## config.mk

```make
export PLATFORM = sky130hd
export DESIGN_NAME = misb_top
export DESIGN_NICKNAME = d
export VERILOG_FILES = /design/src/rtl/misb_pkg.sv /design/src/rtl/misb_top.sv
export VERILOG_INCLUDE_DIRS = /design/src /design/src/rtl
export SDC_FILE = /design/constraint.sdc
export NUM_CORES = 1
export LEC_CHECK = 0
export BUFFER_PORTS_ARGS = -buffer_cell sky130_fd_sc_hd__buf_2
export CAP_MARGIN = 20
export CORE_MARGIN = 2
export CORE_UTILIZATION = 44
export CTS_CLUSTER_SIZE = 20
export DETAILED_ROUTE_END_ITERATION = 7
export PLACE_DENSITY = 0.81
export SYNTH_ARGS = -nofsm -noshare
export SYNTH_HDL_FRONTEND = slang
export SYNTH_SLANG_ARGS = --single-unit
```

## constraint.sdc

```tcl
create_clock -name I_CLK -period 2.2 [get_ports I_CLK]
set_input_delay 0.11 -clock I_CLK [delete_from_list [all_inputs] [get_ports I_CLK]]
set_output_delay 0.11 -clock I_CLK [all_outputs]
set_load 0.02 [all_outputs]
```

## src/rtl/misb_defines.svh

```systemverilog
// Offsets, field positions, reset values and error codes of the status bank.
// Included by the bank; the checker and testbench decode its registers with literal values instead.
`ifndef MISB_DEFINES_SVH
`define MISB_DEFINES_SVH

`define MISB_CFG1_ADDR 8'h40
`define MISB_STAT2_ADDR 8'h42
`define MISB_STAT3_ADDR 8'h43

`define MISB_CFG1_RESET 8'h00
`define MISB_STAT_RESET 8'h00

`define MISB_CFG1_RUN 0
`define MISB_CFG1_LOCK 1
`define MISB_CFG1_READY 2
`define MISB_CFG1_BOOST 3
`define MISB_CFG1_PECI_EN 4
`define MISB_CFG1_OVR 5
`define MISB_CFG1_AVG_LO 6
`define MISB_CFG1_AVG_HI 7

`define MISB_S2_V12 0
`define MISB_S2_SUM 1
`define MISB_S2_FIRST_FAN_STALL 2
`define MISB_S2_FOURTH_FAN_STALL 5
`define MISB_S2_D1 6
`define MISB_S2_D2 7

`define MISB_S3_CPU 0
`define MISB_S3_DATA 1
`define MISB_S3_COMM 2
`define MISB_S3_OVT 3
`define MISB_S3_SUM 7

`define MISB_PECI_GENERAL 16'h8000
`define MISB_PECI_UNDER 16'h8002
`define MISB_PECI_OVER 16'h8003
`define MISB_ETYPE_GENERAL 3'h0
`define MISB_ETYPE_UNDER 3'h1
`define MISB_ETYPE_OVER 3'h2
`define MISB_ETYPE_OTHER 3'h7

`define MISB_DEF_LOW_LIMIT 8'h00
`define MISB_DEF_HIGH_LIMIT 8'hFF

`define MISB_PWM_FULL_DUTY 8'hFF

`endif

```

## src/rtl/misb_pkg.sv

```systemverilog
// Types shared by the monitor status bank.
// No timing assumptions; holds type definitions only.
package misb_pkg;

    typedef logic [7:0] misb_byte_t;
    typedef logic [15:0] misb_code_t;
    typedef logic [2:0] misb_etype_t;

endpackage

```

## src/rtl/misb_top.sv

```systemverilog
// Interrupt status registers 2 and 3 and configuration register 1 of the monitor.
// Assumes an internal register port from the serial slave and
// condition inputs from comparators and the processor-link engine, all on I_CLK.
`timescale 1ns/100ps
`include "misb_defines.svh"

module misb_top (
    input wire logic I_CLK,
    input wire logic I_ARST_N,
    input wire logic I_CE,
    input wire logic [7:0] I_ADDR,
    input wire logic I_WR,
    input wire logic I_RD,
    input wire logic [7:0] I_WDATA,
    output logic [7:0] O_RDATA,
    input wire logic [7:0] I_V12_VALUE,
    input wire logic [7:0] I_V12_LOW_LIMIT,
    input wire logic [7:0] I_V12_HIGH_LIMIT,
    input wire logic [3:0] I_FAN_SLOW,
    input wire logic [2:0] I_PWM_ON,
    input wire logic I_FOURTH_SPEED_INPUT,
    input wire logic [1:0] I_DIODE_FAULT,
    input wire logic I_CPU_TEMP_OUT,
    input wire logic I_SENSOR_ERR,
    input wire logic [15:0] I_SENSOR_ERROR_CODE,
    input wire logic I_LINK_COMM_ERR,
    input wire logic I_OVERHEAT_TRIP,
    input wire logic I_OVERHEAT_RELEASED,
    input wire logic [7:0] I_BANK4_STATUS,
    output logic O_MONITOR_RUN,
    output logic O_USE_DEFAULT_LIMITS,
    output logic O_LOCKED,
    output logic O_PWM_FORCE_FULL,
    output logic [7:0] O_PWM_FULL_DUTY,
    output logic O_FAN_BOOST,
    output logic O_PECI_ENABLE,
    output logic O_OVERHEAT_OVERRIDE,
    output logic [1:0] O_AVERAGE_LENGTH
);

    // Sticky flag: an event sets; a read clears only once the cause is gone
    function automatic logic sticky(input logic cause, input logic flag, input logic rd);
        sticky = cause | (flag & ~rd);
    endfunction

    function automatic misb_pkg::misb_etype_t err_type(input misb_pkg::misb_code_t code);
        case (code)
            `MISB_PECI_GENERAL: err_type = `MISB_ETYPE_GENERAL;
            `MISB_PECI_UNDER: err_type = `MISB_ETYPE_UNDER;
            `MISB_PECI_OVER: err_type = `MISB_ETYPE_OVER;
            default: err_type = `MISB_ETYPE_OTHER;
        endcase
    endfunction

    logic monitor_run_ff;
    logic lock_ff;
    logic fan_boost_ff;
    logic peci_en_ff;
    logic ovr_ff;
    logic [1:0] avg_ff;
    logic [7:0] stat2_ff;
    logic [7:0] stat3_ff;
    logic [7:0] rdata_ff;

    logic cfg_wr;
    logic rd2;
    logic rd3;
    logic [7:0] eff_low;
    logic [7:0] eff_high;
    logic v12_cause;
    logic [3:0] fan_cause;
    logic ovt_cause;
    logic out_of_limit_summary;
    logic higher_bank_summary;
    misb_pkg::misb_byte_t stat2_view;
    misb_pkg::misb_byte_t stat3_view;
    misb_pkg::misb_byte_t cfg_view;
    misb_pkg::misb_byte_t nxt_stat2;
    misb_pkg::misb_byte_t nxt_stat3;
    misb_pkg::misb_byte_t nxt_rdata;

    assign cfg_wr = I_WR && (I_ADDR == `MISB_CFG1_ADDR);
    assign rd2 = I_RD && (I_ADDR == `MISB_STAT2_ADDR);
    assign rd3 = I_RD && (I_ADDR == `MISB_STAT3_ADDR);

    // Run bit ignores the lock
    always_ff @(posedge I_CLK or negedge I_ARST_N) begin
        if (!I_ARST_N) begin
            monitor_run_ff <= 1'b0;
        end else if (I_CE && cfg_wr) begin
            monitor_run_ff <= I_WDATA[`MISB_CFG1_RUN];
        end
    end

    // Lock is write-once; only reset releases it
    always_ff @(posedge I_CLK or negedge I_ARST_N) begin
        if (!I_ARST_N) begin
            lock_ff <= 1'b0;
        end else if (I_CE && cfg_wr && I_WDATA[`MISB_CFG1_LOCK]) begin
            lock_ff <= 1'b1;
        end
    end

    // Boost stays writable after lock
    always_ff @(posedge I_CLK or negedge I_ARST_N) begin
        if (!I_ARST_N) begin
            fan_boost_ff <= 1'b0;
        end else if (I_CE && cfg_wr) begin
            fan_boost_ff <= I_WDATA[`MISB_CFG1_BOOST];
        end
    end

    // Lockable configuration fields
    always_ff @(posedge I_CLK or negedge I_ARST_N) begin
        if (!I_ARST_N) begin
            peci_en_ff <= 1'b0;
            ovr_ff <= 1'b0;
            avg_ff <= 2'h0;
        end else if (I_CE && cfg_wr && !lock_ff) begin
            peci_en_ff <= I_WDATA[`MISB_CFG1_PECI_EN];
            ovr_ff <= I_WDATA[`MISB_CFG1_OVR];
            avg_ff <= I_WDATA[`MISB_CFG1_AVG_HI:`MISB_CFG1_AVG_LO];
        end
    end

    // Stopped monitor compares against power-up limits
    always_comb begin
        eff_low = monitor_run_ff ? I_V12_LOW_LIMIT : `MISB_DEF_LOW_LIMIT;
        eff_high = monitor_run_ff ? I_V12_HIGH_LIMIT : `MISB_DEF_HIGH_LIMIT;
    end

    assign v12_cause = (I_V12_VALUE > eff_high) || (I_V12_VALUE <= eff_low);

    // Stall flags are held off while the driving PWM is off
    assign fan_cause[0] = I_FAN_SLOW[0] && I_PWM_ON[0];
    assign fan_cause[1] = I_FAN_SLOW[1] && I_PWM_ON[1];
    assign fan_cause[2] = I_FAN_SLOW[2] && I_PWM_ON[2];
    assign fan_cause[3] = I_FAN_SLOW[3] && I_PWM_ON[2] && I_FOURTH_SPEED_INPUT;

    // Overtemp stays present until released below the hysteresis point
    assign ovt_cause = I_OVERHEAT_TRIP || (stat3_ff[`MISB_S3_OVT] && !I_OVERHEAT_RELEASED);

    // Summaries from live register contents
    assign higher_bank_summary = |I_BANK4_STATUS;
    assign out_of_limit_summary = |stat3_view;

    always_comb begin
        stat3_view = stat3_ff;
        stat3_view[`MISB_S3_SUM] = higher_bank_summary;
        stat2_view = stat2_ff;
        stat2_view[`MISB_S2_SUM] = out_of_limit_summary;
    end

    always_comb begin
        cfg_view = 8'h00;
        cfg_view[`MISB_CFG1_RUN] = monitor_run_ff;
        cfg_view[`MISB_CFG1_LOCK] = lock_ff;
        cfg_view[`MISB_CFG1_READY] = 1'b1;
        cfg_view[`MISB_CFG1_BOOST] = fan_boost_ff;
        cfg_view[`MISB_CFG1_PECI_EN] = peci_en_ff;
        cfg_view[`MISB_CFG1_OVR] = ovr_ff;
        cfg_view[`MISB_CFG1_AVG_HI:`MISB_CFG1_AVG_LO] = avg_ff;
    end

    always_comb begin
        nxt_stat2 = stat2_ff;
        nxt_stat2[`MISB_S2_V12] = sticky(v12_cause, stat2_ff[`MISB_S2_V12], rd2);
        nxt_stat2[`MISB_S2_SUM] = 1'b0;
        for (int i = 0; i < 4; i++) begin
            nxt_stat2[`MISB_S2_FIRST_FAN_STALL + i] = sticky(fan_cause[i], stat2_ff[`MISB_S2_FIRST_FAN_STALL + i], rd2);
        end
        nxt_stat2[`MISB_S2_D1] = sticky(I_DIODE_FAULT[0], stat2_ff[`MISB_S2_D1], rd2);
        nxt_stat2[`MISB_S2_D2] = sticky(I_DIODE_FAULT[1], stat2_ff[`MISB_S2_D2], rd2);
    end

    always_comb begin
        nxt_stat3 = stat3_ff;
        nxt_stat3[`MISB_S3_CPU] = sticky(I_CPU_TEMP_OUT, stat3_ff[`MISB_S3_CPU], rd3);
        nxt_stat3[`MISB_S3_DATA] = sticky(I_SENSOR_ERR, stat3_ff[`MISB_S3_DATA], rd3);
        nxt_stat3[`MISB_S3_COMM] = sticky(I_LINK_COMM_ERR, stat3_ff[`MISB_S3_COMM], rd3);
        nxt_stat3[`MISB_S3_OVT] = sticky(ovt_cause, stat3_ff[`MISB_S3_OVT], rd3);
        if (I_SENSOR_ERR) begin
            nxt_stat3[6:4] = err_type(I_SENSOR_ERROR_CODE);
        end else if (!nxt_stat3[`MISB_S3_DATA]) begin
            nxt_stat3[6:4] = 3'h0;
        end
        nxt_stat3[`MISB_S3_SUM] = 1'b0;
    end

    always_ff @(posedge I_CLK or negedge I_ARST_N) begin
        if (!I_ARST_N) begin
            stat2_ff <= `MISB_STAT_RESET;
        end else if (I_CE) begin
            stat2_ff <= nxt_stat2;
        end
    end

    always_ff @(posedge I_CLK or negedge I_ARST_N) begin
        if (!I_ARST_N) begin
            stat3_ff <= `MISB_STAT_RESET;
        end else if (I_CE) begin
            stat3_ff <= nxt_stat3;
        end
    end

    // Read data shows contents before the read clears them
    always_comb begin
        case (I_ADDR)
            `MISB_CFG1_ADDR: nxt_rdata = cfg_view;
            `MISB_STAT2_ADDR: nxt_rdata = stat2_view;
            `MISB_STAT3_ADDR: nxt_rdata = stat3_view;
            default: nxt_rdata = 8'h00;
        endcase
    end

    always_ff @(posedge I_CLK or negedge I_ARST_N) begin
        if (!I_ARST_N) begin
            rdata_ff <= 8'h00;
        end else if (I_CE && I_RD) begin
            rdata_ff <= nxt_rdata;
        end
    end

    assign O_RDATA = rdata_ff;
    assign O_MONITOR_RUN = monitor_run_ff;
    assign O_USE_DEFAULT_LIMITS = !monitor_run_ff;
    assign O_LOCKED = lock_ff;
    assign O_PWM_FORCE_FULL = !monitor_run_ff || fan_boost_ff;
    assign O_PWM_FULL_DUTY = `MISB_PWM_FULL_DUTY;
    assign O_FAN_BOOST = fan_boost_ff;
    assign O_PECI_ENABLE = peci_en_ff;
    assign O_OVERHEAT_OVERRIDE = ovr_ff;
    assign O_AVERAGE_LENGTH = avg_ff;

endmodule

```

# After elaboration in Yosys (flattened, before gate mapping)
# Cells that the tools add are included.
# W data, S select, Z words.
dict set report word_totals {
  register_bits 29
  latch_bits 0
  ramBits 0
  mem_bits_ro 0
  inputBits 84
  output_inout_bits 25
  word_cells 71
  memories 0
}
dict set report op_classes {
  add_sub_neg 0
  multipliers 0
  n_div 0
  magnitude_cmp 2
  n_eq_ne 7
  shifts 0
  n_mux 6
  bitwise_logic 24
  n_reduce_logical 22
}
# operator n
set op_table {}
lappend op_table {{$eq A16 B16 Y1 const B} 3}
lappend op_table {{$eq A8 B7 Y1 const B} 3}
lappend op_table {{$pmux W8 S3} 1}
lappend op_table {{$mux W8} 2}
lappend op_table {{$reduce_or A15 Y1} 1}
lappend op_table {{$logic_and A1 B1 Y1} 13}
lappend op_table {{$and A1 B1 Y1} 11}
lappend op_table {{$or A1 B1 Y1} 11}
lappend op_table {{$pmux W3 S3} 1}
lappend op_table {{$gt A8 B8 Y1} 1}
lappend op_table {{$le A8 B8 Y1} 1}
lappend op_table {{$reduce_or A8 Y1} 1}
lappend op_table {{$mux W3} 2}
lappend op_table {{$logic_not A1 Y1} 3}
lappend op_table {{$logic_or A1 B1 Y1} 3}
lappend op_table {{$ne A2 B2 Y1 const B} 1}
lappend op_table {{$not A1 Y1} 2}
lappend op_table {{$reduce_and A2 Y1} 1}

# Depth between registers and ports, before layout
dict set report depth {
  word_depth 7
  depth_mapped 9
}

# Least setup slack after synthesis
# OpenSTA, ideal clock, no wires.
dict set report synth_timing {
  path_type {register to register}
  startpoint {register monitor_run_ff, in the netlist O_MONITOR_RUN}
  endpoint {register stat2_ff[0]}
  setup_ps 121
  arrival_ps 1920
  slack_ps 159
  path_stages_with_launch 10
  path_cell_list {dfrtp_1 clkinv_1 nor2_1 ha_1 nor2b_1 o211ai_1 a21oi_1 nor3_1 o21ai_0 a22o_1}
}
dict set report synth_via {
  elab_chain_cells 4
  word_cells_on_any_way 6
  classes_between {order compare: 2; mux: 2; bitwise: 1; reduce/logical: 1}
}
# element line_no
set synth_rtl {}
lappend synth_rtl {{from (decl)} misb_top.sv:55} ;# logic monitor_run_ff;
lappend synth_rtl {{from (signal assigned)} misb_top.sv:91} ;# monitor_run_ff <= I_WDATA[`MISB_CFG1_RUN];
lappend synth_rtl {{$mux W8 (no line)} --}
lappend synth_rtl {{$gt A8 B8 Y1 / $le A8 B8 Y1 (equally long branches)} misb_top.sv:132} ;# assign v12_cause = (I_V12_VALUE > eff_high) || (I_V12_VALUE <= eff_low);
lappend synth_rtl {{$logic_or A1 B1 Y1 *} misb_top.sv:132}
lappend synth_rtl {{$or A1 B1 Y1 *} misb_top.sv:43} ;# sticky = cause | (flag & ~rd);
lappend synth_rtl {{to (signal assigned)} misb_top.sv:192} ;# stat2_ff <= `MISB_STAT_RESET;
lappend synth_rtl {{to (signal assigned)} misb_top.sv:194} ;# stat2_ff <= nxt_stat2;
lappend synth_rtl {{to (decl)} misb_top.sv:61} ;# logic [7:0] stat2_ff;
# Every way passes the cells marked *; elsewhere a longest branch is shown, timed or not.
# A chain may end at the register's enable or synchronous reset.

# Worst setup path after layout
# Same ends and word-level chain as after synthesis.

==> results.txt <==
The via count of the first global-routing pass came out at 1768. The worst setup path is captured at a flip-flop. The global placement routability congestion came out at 0.844.

For this run the aggregate overflow at the end of global routing stands at 0. sky130_fd_sc_hd__dfrtp_1 is the most common cell in the netlist. The post-route clock period utilization is 0.848. The H-tree was split into 2 levels. The share of the yosys chip area belonging to registers came out at 0.389. The max-slew violation total from the final report came out at 0. Across every metal layer, demand over resource in global routing totals 0.212. The hold-critical path endpoint is stat3_ff[3]. The flow ran to the end, and the final reports show no timing, DRC or antenna violations. In the synthesized netlist the dominant register cell turns out to be sky130_fd_sc_hd__dfrtp_1. The arrival time of the worst setup path came out at around 2.0 ns.

The critical path depth came out at 9. By area the synthesized netlist is led by sky130_fd_sc_hd__dfrtp_1 39%, sky130_fd_sc_hd__ha_1 11%, sky130_fd_sc_hd__a22o_1 6.6%. On the critical path the largest part of the delay comes from compound AO/OA/AOI/OAI gates. The areal power density over the cells came out at approximately 530 nW/um^2. The area share of the leading cell type in the synthesized netlist came out at 0.389. The number of stages on the worst hold path came out at 3.

Setup repair after global routing left no endpoint under its margin. The number of antenna violations at the first check in global routing was 0. Timing would allow up to 536 MHz.

Summing every instance area after synthesis gives 1870 um^2. The final routed wirelength across all metal layers is between 4 and 5 mm. The antenna diode count came out at 0. The depth of the most critical reg-to-reg path came out at 9.

In this run the tightest slew margin relative to its limit is 0.582. The number of CTS-inserted buffers came out at 5. At the later pin of the worst-skew pair, clock insertion delay measures ~0.29 ns.

Summed over all failing endpoints, the final setup total negative slack is 0 ns. Dividing the synthesized area by the synthesized cell count gives 9.67 um^2. For this block, the initial DRC count from the detailed router was 92. The reg-to-reg setup timing slack came out at roughly 0.33 ns. The number of fill cells in the layout came out at approximately 360. The number of nets in the finished design came out at between 300 and 400. The buffers plus inverters on the worst setup path is 1.

The met1 track utilization from global routing is 0.282. The number of placed I/O pins is between 100 and 150. The met3 capacity usage during global routing is 0.0424.

The number of remaining DRC errors is 0. The share of layout cells above drive strength 1 is 0.403. Relative to the synthesized area, the layout overhead comes to 34.0%.

The total via count in the routed design is 1803. CTS placed an instance of sky130_fd_sc_hd__clkbuf_8 at the clock tree root. In this run the most critical hold path is launched from I_OVERHEAT_TRIP. The largest total area in the synthesized netlist belongs to sky130_fd_sc_hd__dfrtp_1. The number of clock sinks came out at 29. The clock passes through at most 2 buffers. The leakage power of the design is 0.00129 uW. The clock slew at the register clock pins of the worst setup and hold paths is approximately 0.06 ns.

The combined flip-flop and latch cell area is about 730 um^2. The first-pass detailed-route iteration total is 4. The wire-length estimate of the detail-placed layout is around 3.9 mm. The synthesized instance count came out at 193.

The CTS tree is done. Data on the critical path is required at its endpoint by between 2 and 2.5 ns. The endpoint identified for the worst register-to-register timing path is stat2_ff[0]. For the pin with the worst max-slew slack, the measured transition is ~0.63 ns. The warning count from the yosys run is 0. Synthesis instantiated 37 different standard cells from the library. The global routing stage identified its most utilized layer as met2.

On the worst path, the slowest cell contributes a delay of approximately 0.35 ns. The critical path goes through clkinv_1, nor2_1, ha_1, nor2b_1, o211ai_1, a21oi_1, nor3_1, o21ai_0, a22o_1. The worst hold path belongs to the class in -> reg. The start-to-end type of the worst setup path is reg -> reg. The worst ir drop on vdd is between 0.0003 and 0.0004 V. The worst setup path is launched from a flip-flop. Along the worst path, the maximum fanout reaches 8.

Measured along the y axis, the die boundary spans 69.1 um. The number of standard-cell rows in the floorplan is 23. The number of port buffers is 99. The flip-flop and latch count after synthesis came out at 29.

For this configuration, the core starts out at a cell density of 0.463. The count of endpoints failing setup in the final report is 0. The floorplan core area is about 4000 um^2. The setup slack after layout is approximately 0.33 ns. The maximum number of pins on one net before global-route repair came out at 30.

In the synthesized netlist the async set-or-reset flop fraction comes to 1.00. OpenSTA, run right after detailed placement, puts the worst setup slack at approximately 0.33 ns. The final clock skew is 0.00656 ns.

The minimum clock period after layout came out at around 1.9 ns. The met2 track demand over resource in global routing is 0.329. The first global-routing pass estimated ~8.1 mm of wire. For this design, the slowest cell found on the critical path is sky130_fd_sc_hd__dfrtp_1. The number of max-capacitance violations reported came out at 0. The final count of hold timing violations came out at 0. The mean number of vias per cell is around 5.2. At the end of the flow the core is filled with cells to 0.621.

The area enclosed by the die boundary came out at between 4000 and 5000 um^2. In this run, post-CTS repair resized a total of 0 instances. The commonest cells after synthesis are 29 x sky130_fd_sc_hd__dfrtp_1, 18 x sky130_fd_sc_hd__nand2_1, 16 x sky130_fd_sc_hd__ha_1, 16 x sky130_fd_sc_hd__nor2_1, 14 x sky130_fd_sc_hd__a22o_1. The count of flip-flops with a built-in enable after synthesis is 0. In the final routed layout, each cell accounts on average for 13.6 um. The residual antenna-violating net count after detailed routing came out at 0. The start of the worst register-to-register path is O_MONITOR_RUN. The die width is roughly 69 um. The multi-input logic area is between 1000 and 1500 um^2.
## cell type report
class / count / area share
inverter: 5 / 0.00750
clock buffer: 7 / 0.0345
timing repair buffer: 102 / 0.208
tap: 50 / 0.0250
multi-input combinational: 151 / 0.423
clock inverter: 1 / 0.0120
sequential: 29 / 0.290
## registers in the layout, indices dropped and copies added (netlist names)
| register | flops |
|---|---|
| O_LOCKED | 1 |
| O_OVERHEAT_OVERRIDE | 1 |
| O_PECI_ENABLE | 1 |
| O_AVERAGE_LENGTH | 2 |
| O_FAN_BOOST | 1 |
| stat3_ff | 7 |
| O_MONITOR_RUN | 1 |
| O_RDATA | 8 |
| stat2_ff | 7 |
## through the flow
stage	hold slack (ns)	total power [uW]	std cells	area [um^2]
2_1_floorplan	-0.186	673	200	1890
3_3_place_gp	0.157	768	336	2380
3_5_place_dp	0.163	775	336	2380
4_1_cts	0.0210	1350	345	2500
5_1_grt	0.0415	1410	345	2500
6_report	0.0259	1340	345	2500
## worst max path at each step
stage | slack, ns | start | endpoint
4_1_cts | 0.32 | O_MONITOR_RUN | stat2_ff[0]
3_3_place_gp | 0.39 | O_MONITOR_RUN | stat2_ff[0]
3_5_place_dp | 0.33 | O_MONITOR_RUN | stat2_ff[0]
5_1_grt | 0.15 | O_MONITOR_RUN | stat2_ff[0]
6_report | 0.33 | O_MONITOR_RUN | stat2_ff[0]
2_1_floorplan | 0.16 | O_MONITOR_RUN | stat2_ff[0]
## timing repair
item                                    4_1_cts  5_1_grt
hold buffers                                  1        0
endpoints found under the setup margin        0        0
hold endpoints to repair                     29        0
setup buffers                                 0        0
## logic make-up after synthesis
| family | after synthesis | share of synthesized area |
|---|---|---|
| flops | 29 | 0.389 |
| fa+ha+maj | 16 | 0.107 |
| buf+inv | 20 | 0.0583 |
| simple gates | 69 | 0.195 |
| other cells | 1 | 0.00201 |
| mux | 11 | 0.0630 |
| compound gates | 46 | 0.181 |
| xor+xnor | 1 | 0.00469 |
## layout by cell type (no fill, tap or decap), types with 2 or more instances in the layout
| cell | instances |
|---|---|
| sky130_fd_sc_hd__buf_2 | 99 |
| sky130_fd_sc_hd__dfrtp_1 | 29 |
| sky130_fd_sc_hd__nand2_1 | 18 |
| sky130_fd_sc_hd__nor2_1 | 16 |
| sky130_fd_sc_hd__ha_1 | 16 |
| sky130_fd_sc_hd__a22o_1 | 14 |
| sky130_fd_sc_hd__o21ai_0 | 10 |
| sky130_fd_sc_hd__a21oi_1 | 9 |
| sky130_fd_sc_hd__conb_1 | 8 |
| sky130_fd_sc_hd__nand4_1 | 7 |
| sky130_fd_sc_hd__mux2_2 | 6 |
| sky130_fd_sc_hd__nand3_1 | 6 |
| sky130_fd_sc_hd__clkbuf_8 | 6 |
| sky130_fd_sc_hd__mux2i_1 | 5 |
| sky130_fd_sc_hd__nand2b_1 | 4 |
| sky130_fd_sc_hd__inv_1 | 4 |
| sky130_fd_sc_hd__a32o_1 | 4 |
| sky130_fd_sc_hd__or4_1 | 3 |
| sky130_fd_sc_hd__nor3_1 | 3 |
| sky130_fd_sc_hd__nor4_1 | 3 |
| sky130_fd_sc_hd__o2bb2ai_1 | 3 |
| sky130_fd_sc_hd__nor2b_1 | 2 |
| sky130_fd_sc_hd__o211ai_1 | 2 |
| sky130_fd_sc_hd__buf_4 | 2 |
## power by group
part,total [uW],switching [uW],internal (uW),leakage (uW)
clock,569,201,369,0.0000585
sequential,559,11.8,547,0.000340
combinational,208,111,96.9,0.000888
total,1340,323,1010,0.00129
## worst reg2reg max path, cell delays in order (launching register included)
cell and delay (ns):
sky130_fd_sc_hd__dfrtp_1 0.35, sky130_fd_sc_hd__clkinv_1 0.20, sky130_fd_sc_hd__nor2_1 0.16, sky130_fd_sc_hd__ha_1 0.25, sky130_fd_sc_hd__nor2b_1 0.14, sky130_fd_sc_hd__o211ai_1 0.17, sky130_fd_sc_hd__a21oi_1 0.09, sky130_fd_sc_hd__nor3_1 0.12
sky130_fd_sc_hd__o21ai_0 0.10, sky130_fd_sc_hd__a22o_1 0.19
## metal layers
layer | up-vias | wire length [um]
met5 | - | 0
met4 | 0 | 144
met3 | 14 | 270
met2 | 64 | 2260
met1 | 814 | 2030
li1 | 911 | -
Note: power is estimated with default switching activity, not from simulation.
